**src/vcsp_pkg.sv**
```systemverilog
package vcsp_pkg;

  // Word geometry
  localparam int          WORD_W      = 16;        // Widest serial word (linear)
  localparam int          COMP_W      = 8;         // Companded word width
  localparam int          SAMPLE_W    = 13;        // Sample bits inside a linear word
  localparam int          EXTRA_W     = 3;         // Gain or padding bits after the sample
  localparam int          CNT_W       = 5;         // Bit counter width
  localparam logic [4:0]  COMP_LAST   = 5'h07;     // Index of last bit, companded
  localparam logic [4:0]  LIN_LAST    = 5'h0F;     // Index of last bit, linear
  localparam logic [4:0]  CNT_ZERO    = 5'h00;     // Bit counter start value
  localparam logic [4:0]  CNT_ONE     = 5'h01;     // Bit counter step

  // Frame supervision
  localparam int          FRAME_MCLKS = 256;       // Master clocks per frame (2.048 MHz / 8 kHz)
  localparam int          FRAME_W     = 8;         // Frame counter width
  localparam logic [2:0]  IDLE_FRAMES = 3'h5;      // Frames of a stuck sync before it counts
  localparam logic [2:0]  FR_ZERO     = 3'h0;      // Stuck-frame counter start
  localparam logic [2:0]  FR_ONE      = 3'h1;      // Stuck-frame counter step

  // Fixed-rate detection: receive clock pin seen high on this many master edges
  localparam int          FIX_EDGES   = 16;
  localparam int          FIX_W       = 5;

  // Synchroniser lanes
  localparam int          SY_MCLK     = 0;
  localparam int          SY_RXCLK    = 1;
  localparam int          SY_TXCLK    = 2;
  localparam int          SY_RXFS     = 3;
  localparam int          SY_TXFS     = 4;
  localparam int          SY_DIN      = 5;
  localparam int          SY_LINEAR_SELECT_N   = 6;
  localparam int          SY_N        = 7;

  // Channel index for the frame-sync supervisors
  localparam int          CH_RX       = 0;
  localparam int          CH_TX       = 1;

  // Shifter state
  typedef enum logic [1:0] {
    VCSP_IDLE  = 2'b01,
    VCSP_SHIFT = 2'b10
  } vcsp_state_t;

  // Last bit index for the selected coding
  function automatic logic [4:0] vcsp_last_bit(input logic linear);
    return linear ? LIN_LAST : COMP_LAST;
  endfunction

  // Saturating stuck-frame counter step
  function automatic logic [2:0] vcsp_sat_inc(input logic [2:0] cnt);
    return (cnt == IDLE_FRAMES) ? cnt : 3'(cnt + FR_ONE);
  endfunction

endpackage

```
**src/vcsp_serial_port.sv**
```systemverilog
`timescale 1ns/10ps
// Function
// - Companded mode moves one 8-bit word per frame
// - Linear word is 16 bits, 13 sample first
// - Static pin chooses companded or linear coding
// - Fixed mode: master clock shifts both directions
// - Variable mode: separate transmit and receive clocks
// - Receive clock pin held high selects fixed
// - Receive data sampled on falling receive-clock edges
// - Transmit data launched on rising transmit-clock edges
// - Select pin low means linear, high companded
// - Five low frames standby; five high test
// - Shared pin: slot strobe fixed, clock variable
module vcsp_serial_port
  import vcsp_pkg::*;
#(
  parameter int FRAME_LEN = FRAME_MCLKS  // Master clocks per frame
) (
  // System
  input  wire logic              CLK,
  input  wire logic              SRST,
  // Serial pins
  input  wire logic              MCLK,
  input  wire logic              RX_BIT_CLOCK,
  input  wire logic              TX_BIT_CLOCK_I,
  output logic                   TX_SLOT_STROBE_N_O,
  output logic                   TX_SLOT_STROBE_N_OE,
  input  wire logic              RX_FRAME_SYNC,
  input  wire logic              TX_FRAME_SYNC,
  input  wire logic              LINEAR_SELECT_N,
  input  wire logic              DIN,
  output logic                   DOUT,
  output logic                   DOUT_OE,
  // Converter side, transmit
  input  wire logic [WORD_W-1:0] TX_WORD,
  output logic                   TX_TAKE,
  // Converter side, receive
  output logic [WORD_W-1:0]      RX_WORD,
  output logic                   RX_VALID,
  // Status
  output logic                   LINEAR_MODE,
  output logic                   FIXED_MODE,
  output logic                   RX_STANDBY,
  output logic                   TX_STANDBY,
  output logic                   TEST_MODE
);

  localparam logic [FRAME_W-1:0] FRAME_LAST = FRAME_W'(FRAME_LEN - 1);  // Last frame count
  localparam logic [FIX_W-1:0]   FIX_FULL   = FIX_W'(FIX_EDGES);        // Detector saturation

  logic [SY_N-1:0]   sync1_r;        // First synchroniser stage, read only by stage two
  logic [SY_N-1:0]   sync2_r;        // Synchronised pins
  logic [SY_N-1:0]   prev_r;         // Previous synchronised value, for edges
  logic              mclk_rise;      // Master clock rising edge
  logic              mclk_fall;      // Master clock falling edge
  logic              tx_rise;        // Selected transmit shift edge
  logic              rx_fall;        // Selected receive sample edge
  logic              linear;         // Linear coding selected
  logic [FIX_W-1:0]  fix_cnt_r;      // Edges with receive clock pin high
  logic              fixed_r;        // Fixed-data-rate mode
  vcsp_state_t       tx_st_r;        // Transmit shifter state
  logic [WORD_W-1:0] tx_sh_r;        // Transmit shift register
  logic [CNT_W-1:0]  tx_cnt_r;       // Transmit bit index
  logic [CNT_W-1:0]  tx_last_r;      // Transmit last bit index, latched per word
  logic              tx_fs_prev_r;   // Frame sync at previous transmit edge
  logic              dout_r;         // Serial output bit
  logic              dout_oe_r;      // Serial output driven
  logic              tx_start;       // Word start on this edge
  vcsp_state_t       rx_st_r;        // Receive shifter state
  logic [WORD_W-1:0] rx_sh_r;        // Receive shift register
  logic [CNT_W-1:0]  rx_cnt_r;       // Receive bit index
  logic [CNT_W-1:0]  rx_last_r;      // Receive last bit index, latched per word
  logic              rx_fs_prev_r;   // Frame sync at previous receive edge
  logic [WORD_W-1:0] rx_word_r;      // Last complete receive word
  logic              rx_valid_r;     // One-cycle word-ready pulse
  logic [FRAME_W-1:0] fr_cnt_r;      // Master clocks within the frame
  logic              frame_end;      // Last master clock of a frame
  logic [1:0]        fs_now;         // Synchronised frame syncs per channel
  logic [1:0]        seen_hi_r;      // Sync seen high this frame
  logic [1:0]        seen_lo_r;      // Sync seen low this frame
  logic [2:0]        lo_frames_r [2];  // Consecutive all-low frames
  logic [2:0]        hi_frames_r [2];  // Consecutive all-high frames

  // Two-flop synchronisers for every pin; edges come from stage two only
  always_ff @(posedge CLK) begin
    if (SRST) begin
      sync1_r <= '0;
      sync2_r <= '0;
      prev_r  <= '0;
    end else begin
      sync1_r <= {LINEAR_SELECT_N, DIN, TX_FRAME_SYNC, RX_FRAME_SYNC,
                  TX_BIT_CLOCK_I, RX_BIT_CLOCK, MCLK};
      sync2_r <= sync1_r;
      prev_r  <= sync2_r;
    end
  end

  // Edge finding and clock selection
  assign mclk_rise = sync2_r[SY_MCLK] & ~prev_r[SY_MCLK];
  assign mclk_fall = ~sync2_r[SY_MCLK] & prev_r[SY_MCLK];
  // Fixed mode shifts on the master clock; variable on the bit clocks
  assign tx_rise   = fixed_r ? mclk_rise
                             : (sync2_r[SY_TXCLK] & ~prev_r[SY_TXCLK]);
  assign rx_fall   = fixed_r ? mclk_fall
                             : (~sync2_r[SY_RXCLK] & prev_r[SY_RXCLK]);
  // Active-low select: low picks linear coding
  assign linear    = ~sync2_r[SY_LINEAR_SELECT_N];
  assign fs_now    = {sync2_r[SY_TXFS], sync2_r[SY_RXFS]};

  // Fixed-rate detector: the pin tied high never toggles, a real clock does.
  // Any low sample drops back to variable mode at once.
  always_ff @(posedge CLK) begin
    if (SRST) begin
      fix_cnt_r <= '0;
      fixed_r   <= 1'b0;
    end else if (!sync2_r[SY_RXCLK]) begin
      fix_cnt_r <= '0;
      fixed_r   <= 1'b0;
    end else if (mclk_rise && fix_cnt_r != FIX_FULL) begin
      fix_cnt_r <= FIX_W'(fix_cnt_r + 1'b1);
      fixed_r   <= (FIX_W'(fix_cnt_r + 1'b1) == FIX_FULL);
    end
  end

  // Word start: first transmit edge after the sync goes high
  assign tx_start = tx_rise && (tx_st_r == VCSP_IDLE) && fs_now[CH_TX] && !tx_fs_prev_r;

  // Transmit shifter: MSB out on the start edge, one bit per rising edge.
  // Companded words sit in the low byte of the input and go out as 8 bits.
  always_ff @(posedge CLK) begin
    if (SRST) begin
      tx_st_r      <= VCSP_IDLE;
      tx_sh_r      <= '0;
      tx_cnt_r     <= CNT_ZERO;
      tx_last_r    <= COMP_LAST;
      tx_fs_prev_r <= 1'b0;
      dout_r       <= 1'b0;
      dout_oe_r    <= 1'b0;
    end else if (tx_rise) begin
      tx_fs_prev_r <= fs_now[CH_TX];
      unique case (tx_st_r)
        VCSP_IDLE: begin
          if (tx_start) begin
            // Coding latched per word so a pin change cannot split a word
            tx_last_r <= vcsp_last_bit(linear);
            if (linear) begin
              dout_r  <= TX_WORD[WORD_W-1];
              tx_sh_r <= {TX_WORD[WORD_W-2:0], 1'b0};
            end else begin
              dout_r  <= TX_WORD[COMP_W-1];
              tx_sh_r <= {TX_WORD[COMP_W-2:0], {(WORD_W-COMP_W+1){1'b0}}};
            end
            tx_cnt_r  <= CNT_ZERO;
            dout_oe_r <= 1'b1;
            tx_st_r   <= VCSP_SHIFT;
          end
        end
        VCSP_SHIFT: begin
          if (tx_cnt_r == tx_last_r) begin
            // Last bit has had its full period; release the line
            dout_oe_r <= 1'b0;
            tx_st_r   <= VCSP_IDLE;
          end else begin
            dout_r   <= tx_sh_r[WORD_W-1];
            tx_sh_r  <= {tx_sh_r[WORD_W-2:0], 1'b0};
            tx_cnt_r <= CNT_W'(tx_cnt_r + CNT_ONE);
          end
        end
      endcase
    end
  end

  // Receive shifter: first bit on the first falling edge after the sync rises
  always_ff @(posedge CLK) begin
    if (SRST) begin
      rx_st_r      <= VCSP_IDLE;
      rx_sh_r      <= '0;
      rx_cnt_r     <= CNT_ZERO;
      rx_last_r    <= COMP_LAST;
      rx_fs_prev_r <= 1'b0;
      rx_word_r    <= '0;
      rx_valid_r   <= 1'b0;
    end else begin
      rx_valid_r <= 1'b0;
      if (rx_fall) begin
        rx_fs_prev_r <= fs_now[CH_RX];
        unique case (rx_st_r)
          VCSP_IDLE: begin
            if (fs_now[CH_RX] && !rx_fs_prev_r) begin
              rx_last_r <= vcsp_last_bit(linear);
              rx_sh_r   <= {{(WORD_W-1){1'b0}}, sync2_r[SY_DIN]};
              rx_cnt_r  <= CNT_ZERO;
              rx_st_r   <= VCSP_SHIFT;
            end
          end
          VCSP_SHIFT: begin
            // Shift in MSB first; companded words land in the low byte
            rx_sh_r  <= {rx_sh_r[WORD_W-2:0], sync2_r[SY_DIN]};
            rx_cnt_r <= CNT_W'(rx_cnt_r + CNT_ONE);
            if (CNT_W'(rx_cnt_r + CNT_ONE) == rx_last_r) begin
              rx_word_r  <= {rx_sh_r[WORD_W-2:0], sync2_r[SY_DIN]};
              rx_valid_r <= 1'b1;
              rx_st_r    <= VCSP_IDLE;
            end
          end
        endcase
      end
    end
  end

  // Frame timebase from the master clock, used by the sync supervisors
  assign frame_end = mclk_rise && (fr_cnt_r == FRAME_LAST);

  always_ff @(posedge CLK) begin
    if (SRST) begin
      fr_cnt_r <= '0;
    end else if (mclk_rise) begin
      fr_cnt_r <= frame_end ? '0 : FRAME_W'(fr_cnt_r + 1'b1);
    end
  end

  // Sync supervisors: a frame with the sync never high counts toward
  // standby, one never low toward test. Counts saturate at five.
  always_ff @(posedge CLK) begin
    if (SRST) begin
      seen_hi_r <= '0;
      seen_lo_r <= '0;
      for (int c = 0; c < 2; c++) begin
        lo_frames_r[c] <= FR_ZERO;
        hi_frames_r[c] <= FR_ZERO;
      end
    end else if (mclk_rise) begin
      for (int c = 0; c < 2; c++) begin
        if (frame_end) begin
          // The current sample belongs to the closing frame
          lo_frames_r[c] <= (seen_hi_r[c] | fs_now[c]) ? FR_ZERO
                                                       : vcsp_sat_inc(lo_frames_r[c]);
          hi_frames_r[c] <= (seen_lo_r[c] | ~fs_now[c]) ? FR_ZERO
                                                        : vcsp_sat_inc(hi_frames_r[c]);
          seen_hi_r[c]   <= 1'b0;
          seen_lo_r[c]   <= 1'b0;
        end else begin
          seen_hi_r[c]   <= seen_hi_r[c] | fs_now[c];
          seen_lo_r[c]   <= seen_lo_r[c] | ~fs_now[c];
        end
      end
    end
  end

  // Outputs
  assign DOUT                = dout_r;
  assign DOUT_OE             = dout_oe_r;
  // Open-drain strobe: only ever pulls low, and only in fixed mode
  assign TX_SLOT_STROBE_N_O  = 1'b0;
  assign TX_SLOT_STROBE_N_OE = fixed_r && (tx_st_r == VCSP_SHIFT);
  assign TX_TAKE             = tx_start;
  assign RX_WORD             = rx_word_r;
  assign RX_VALID            = rx_valid_r;
  assign LINEAR_MODE         = linear;
  assign FIXED_MODE          = fixed_r;
  assign RX_STANDBY          = (lo_frames_r[CH_RX] == IDLE_FRAMES);
  assign TX_STANDBY          = (lo_frames_r[CH_TX] == IDLE_FRAMES);
  assign TEST_MODE           = (hi_frames_r[CH_RX] == IDLE_FRAMES) ||
                               (hi_frames_r[CH_TX] == IDLE_FRAMES);

endmodule // vcsp_serial_port

```
**config.mk**
```make
export PLATFORM = sky130hd
export DESIGN_NAME = vcsp_serial_port
export DESIGN_NICKNAME = d
export VERILOG_FILES = /design/src/vcsp_pkg.sv /design/src/vcsp_serial_port.sv
export SDC_FILE = /design/constraint.sdc
export NUM_CORES = 1
export LEC_CHECK = 0
export ABC_AREA = 0
export BUFFER_PORTS_ARGS = -buffer_cell sky130_fd_sc_hd__buf_2
export CAP_MARGIN = 40
export CELL_PAD_IN_SITES_DETAIL_PLACEMENT = 0
export CELL_PAD_IN_SITES_GLOBAL_PLACEMENT = 1
export CORE_AREA = 10 10 117 119
export CTS_CLUSTER_SIZE = 28
export DETAILED_ROUTE_END_ITERATION = 7
export DIE_AREA = 0 0 127 129
export GPL_TIMING_DRIVEN = 0
export HOLD_SLACK_MARGIN = 0.05
export PLACE_DENSITY = 0.88
export SYNTH_ARGS = -nofsm -noshare
export SYNTH_HDL_FRONTEND = slang
export SYNTH_SLANG_ARGS = --single-unit
```
**constraint.sdc**
```tcl
create_clock -name CLK -period 2 [get_ports CLK]
set_input_delay 0.1 -clock CLK [delete_from_list [all_inputs] [get_ports CLK]]
set_output_delay 0.1 -clock CLK [all_outputs]
set_load 0.01 [all_outputs]
```
; Yosys cells after proc, flatten, opt, wreduce, memory -nomap -nowiden
; Memories as Yosys holds them, arrays and structs flattened.
; Index checks and enable logic that the tools add are counted.
[word_totals]
ff_bits = 111
mem_bits_rw = 12
inputBits = 25
out_inout_bits = 27
elab_cells = 141
memories = 2
[classes]
addsub = 8
n_eq_ne = 18
muxes = 51
bitwise_logic = 21
reduce_logical = 19
[memory_table]
columns = memory, depth, word_bits, read_ports, rd_clocked_by_memory_dff, wr, line
row1 = hi_frames_r, 2, 3, 2, 0, 2, vcsp_serial_port.sv:82  ; logic [2:0] hi_frames_r [2];
row2 = lo_frames_r, 2, 3, 2, 0, 2, vcsp_serial_port.sv:81  ; logic [2:0] lo_frames_r [2];
[op_table]
columns = operator, n
row1 = 16-bit two-way mux, 3
row2 = 3-bit two-way mux, 12
row3 = 16-bit case mux with 2 select lines, 1
row4 = 15-bit case mux with 2 select lines, 1
row5 = 5-bit case mux with 2 select lines, 2
row6 = 1-bit two-way mux, 18
row7 = 3-bit AND reduction, 6
row8 = 5-bit by 1-bit adder with 5-bit output (second input constant), 3
row9 = 15-bit two-way mux, 1
row10 = 5-bit two-way mux, 3
row11 = 3-bit by 1-bit adder with 3-bit output (second input constant), 4
row12 = 3-bit equality test (second input constant), 4
row13 = 5-bit equality test, 2
row14 = 2-bit != test (second input constant), 5
row15 = 1-bit NOT, 9
row16 = 8-bit by 1-bit adder with 8-bit output (second input constant), 1
row17 = 8-bit equality test (second input constant), 1
row18 = 2-bit two-way mux, 4
row19 = 8-bit two-way mux, 1
row20 = 1-bit OR, 8
row21 = 2-bit case mux with 2 select lines, 2
row22 = 1-bit logical AND, 7
row23 = 5-bit equality test (second input constant), 1
row24 = 5-bit != test (second input constant), 1
row25 = other kinds (10), 17

; Longest topological paths before layout
[depth]
ltp_word = 8
depth_mapped = 7
ltp_nobuf = 6

; Worst setup path before layout
; OpenSTA, ideal clock, no wires.
[synth_path]
path_type = reg2reg
start = register fr_cnt_r[0]
end = memory hi_frames_r[1][2], in the netlist hi_frames_r[0][5], data pin
setup_ns = 0.135
arrival_ns = 1.653
t_required_ns = 1.865
path_slack_ns = 0.212
path_stages_with_launch = 7
n_path_buf = 1
synth_period_minus_slack_ns = 1.788
path_cell_list = dfxtp_1 ha_1 nand3b_1 or3_1 buf_6 or4_4 nor2_2
[synth_lines]
columns = item, line
row1 = from (decl), vcsp_serial_port.sv:76  ; logic [FRAME_W-1:0] fr_cnt_r;
row2 = from (signal assigned), vcsp_serial_port.sv:218  ; fr_cnt_r <= frame_end ? '0 : FRAME_W'(fr_cnt_r + 1'b1);
row3 = to (decl), vcsp_serial_port.sv:82

==> flow_metrics.tcl <==
set metrics [dict create \
    io_buffers 50 \
    slew_headroom_pct 56.20 \
    grt_pass1_vias 4280 \
    multi_input_area_sq_um 2384 \
    die-area_sq_um 16380 \
    initial_utilization_pct 43.95 \
    synth_top_area_cell "dfxtp_1" \
    seqCellArea_sq_um 2382 \
    via_per_inst 5.486 \
    end_kind "register" \
    fin_crit_ns 1.877 \
    synth.area.top_cells "dfxtp_1, edfxtp_1, a21oi_1" \
    overflow 0 \
    grt_max_degree 17 \
    rr_worst_depth 6 \
    syn_area_sq_um 4976 \
    max_freq_mhz 532.8 \
    r2r_slack_ns 0.12 \
    worst_hold_slack_ns 0.1490 \
    cts_max_level 4 \
    antenna_found_initial 0 \
    ys_ff_latch 113 \
    hold_viol 0 \
    stdcell_count 778 \
    drt_wl_total_um 12080 \
    cts_inserted_buffers 17 \
    syn_avg_cell_area_sq_um 9.336 \
    worstPathMaxFanout 10 \
    die_w_um 127 \
    yosysUniqueCellTypes 57 \
    root_buffer "clkbuf_16" \
    worst_pin_slew_ns 0.6570 \
    synth-edff-count 12 \
    clock-sinks 113 \
    setup_viol 0 \
    synth_top_area_share_pct 40.63 \
    cp.arrival_ns 2.14 \
    drt_iter0_drc 318 \
    cp.required_ns 2.27 \
    antenna_cells 0 \
    power_leakage_nw 2.475 \
    path_class "reg2reg" \
    dpl.hpwl_um 8221 \
    wl_per_cell_um 15.52 \
    fin_crit_sh_pct 93.84 \
    slew_viol_final 0 \
    syn-num-nets 573 \
    synthFlopType "dfxtp_1" \
    final_net_count 662 \
    cts.path.max_buffers 2 \
    min_from "TX_WORD[9]" \
    tns_ns 0 \
    syn_to_final_growth_pct 25.09 \
    clk_pin_slew_ns 0.05 \
    clock_latency_ns 0.40 \
    grt_usage_pct 14.59 \
    grt_pass1_wl_um 20040 \
    drive_gt1_share_pct 19.37 \
    holdPathStages 5 \
    coreArea_sq_um 11320 \
    die_h_um 129 \
    setup.worst_path.start "fr_cnt_r[0]$_SDFFE_PP0P_" \
    finalPower_mw 5.632 \
    synth_cells 533 \
    postSynth.asyncResetShare_pct 0 \
    fillers 1033 \
    gp_congestion 0.8413 \
    drc_errors 0 \
    placed_area_sq_um 5405 \
    io_pins 52 \
    worstReg2RegEnd "hi_frames_r[0][5]$_SDFFCE_PP0P_" \
    r2r-start "fr_cnt_r[0]$_SDFFE_PP0P_" \
    via_count 4268 \
    max_cap_viol_count 0 \
    crit_path_end "hi_frames_r[0][5]$_SDFFCE_PP0P_" \
    design_area_sq_um 6225 \
    ir_drop_uv 503.5 \
    cellPowerDensity_nw_per_um2 904.8 \
    firstDrtPassIters 5 \
    ant_nets 0 \
    status "completed" \
    row_count 39 \
    synth_warnings 0 \
    start_kind "register" \
    hold_class "in2reg" \
    place_inst 726 \
    skew_ns 0.01266 \
    ys_seq_area_share_pct 47.88 \
    cts_tree "done" \
]
## kinds of logic (layout without fill, tap and decap cells)
logic type                 after synthesis  count (layout)  share of synthesized area [%]
DFF                                    113             113                          47.88
AOI/OAI and AO/OA                      132             132                          16.87
adders and majority gates               15              15                          3.772
muxes                                   12              12                          2.414
other                                    1               1                        0.07536
buffers and inverters                   51             153                          4.601
xor gates and xnor gates                18              18                          3.319
and+or+nand+nor                        191             191                          21.07
## how the worst min path moves through the flow
stage,to,slack [ns]
final,tx_sh_r[10]$_SDFFE_PP0P_,0.15
after global routing,tx_sh_r[10]$_SDFFE_PP0P_,0.19
after CTS,tx_sh_r[10]$_SDFFE_PP0P_,0.14
after detailed placement,sync1_r[0]$_SDFF_PP0_,0.32
after global placement,sync1_r[6]$_SDFF_PP0_,0.32
after floorplan,sync1_r[0]$_SDFF_PP0_,0.23
## power by group
part | internal, mW | switching (mW) | leakage (nW)
sequential | 2.32 | 0.0211 | 0.945
clock | 2.06 | 1.02 | 0.299
combinational | 0.0903 | 0.121 | 1.23
## critical path, stage by stage, from the launching register on
cell and delay [ns]:
dfxtp_1 0.36, ha_1 0.18, nand3b_1 0.15, or3_1 0.35, buf_6 0.15, or4_4 0.43, nor2_2 0.12
## metrics by stage
stage / worst slack [ns] / util (%)
final: 0.1232 / 54.98
after global routing: -0.008342 / 54.98
after CTS: 0.02104 / 54.52
after detailed placement: -0.08814 / 47.75
after global placement: -0.05292 / 47.75
after floorplan: 0.2117 / -
## routing by layer
| layer | vias to the layer above | global-route usage [%] | share of wire (%) |
|---|---|---|---|
| met5 | - | 0 | 0 |
| met4 | 0 | 4.622 | 1.5 |
| met3 | 17 | 3.901 | 4.0 |
| met2 | 88 | 25.88 | 50 |
| met1 | 2057 | 16.72 | 44 |
| li1 | 2106 | - | - |
## cell type report
class,count,area share (%)
plain buffers,35,2.754
clock buffers,22,7.638
clock inverters,10,2.111
inverters,15,0.9045
multi-input cells,369,38.29
flip-flops and latches,113,38.27
well taps,143,2.874
repair buffers,71,7.156
## cell usage in the layout (no fill, tap or decap), types with 4 or more instances in the layout
cell / Yosys / layout
a311oi_1: 8 / 8
ha_1: 15 / 15
o21ai_1: 1 / 4
inv_1: 13 / 13
or4_4: 4 / 4
o21ai_0: 20 / 17
nor2_1: 48 / 46
clkinv_2: 0 / 5
o31ai_1: 18 / 18
a21oi_1: 49 / 49
xnor2_1: 8 / 7
nand3_1: 15 / 15
xor2_1: 9 / 9
mux2i_1: 12 / 12
a22oi_1: 16 / 16
nand2b_1: 4 / 4
buf_2: 12 / 62
nand4_1: 21 / 21
o2111ai_1: 8 / 8
nand2_1: 34 / 34
dlygate4sd3_1: 0 / 15
edfxtp_1: 12 / 12
nor3_1: 8 / 8
buf_4: 2 / 8
nor2b_1: 21 / 21
clkbuf_1: 16 / 17
and2_1: 4 / 4
dfxtp_1: 101 / 101
clkbuf_16: 0 / 18
nor2_2: 4 / 6
## cells in the mapped netlist (9+ instances only)
library cell,instances
buf_2,12
nand4_1,21
edfxtp_1,12
a22oi_1,16
nand2_1,34
nand3_1,15
a21oi_1,49
mux2i_1,12
nor2b_1,21
inv_1,13
dfxtp_1,101
ha_1,15
xor2_1,9
o21ai_0,20
o31ai_1,18
nor2_1,48
clkbuf_1,16
## timing repair
item,CTS,global route
hold buffers,15,0
endpoints found under the hold margin,15,0
resized for setup,1,11
setup endpoints to repair,9,34
buffers inserted,1,5
pin swaps,1,3
## state kept, by name, indices dropped and copies added (netlist names), 6 cells and up
signal       count
RX_WORD         16
rx_sh_r         15
tx_sh_r         15
fr_cnt_r         8
sync1_r          7
sync2_r          7
hi_frames_r      6
lo_frames_r      6
No activity file was read; power rests on OpenSTA's default activity.
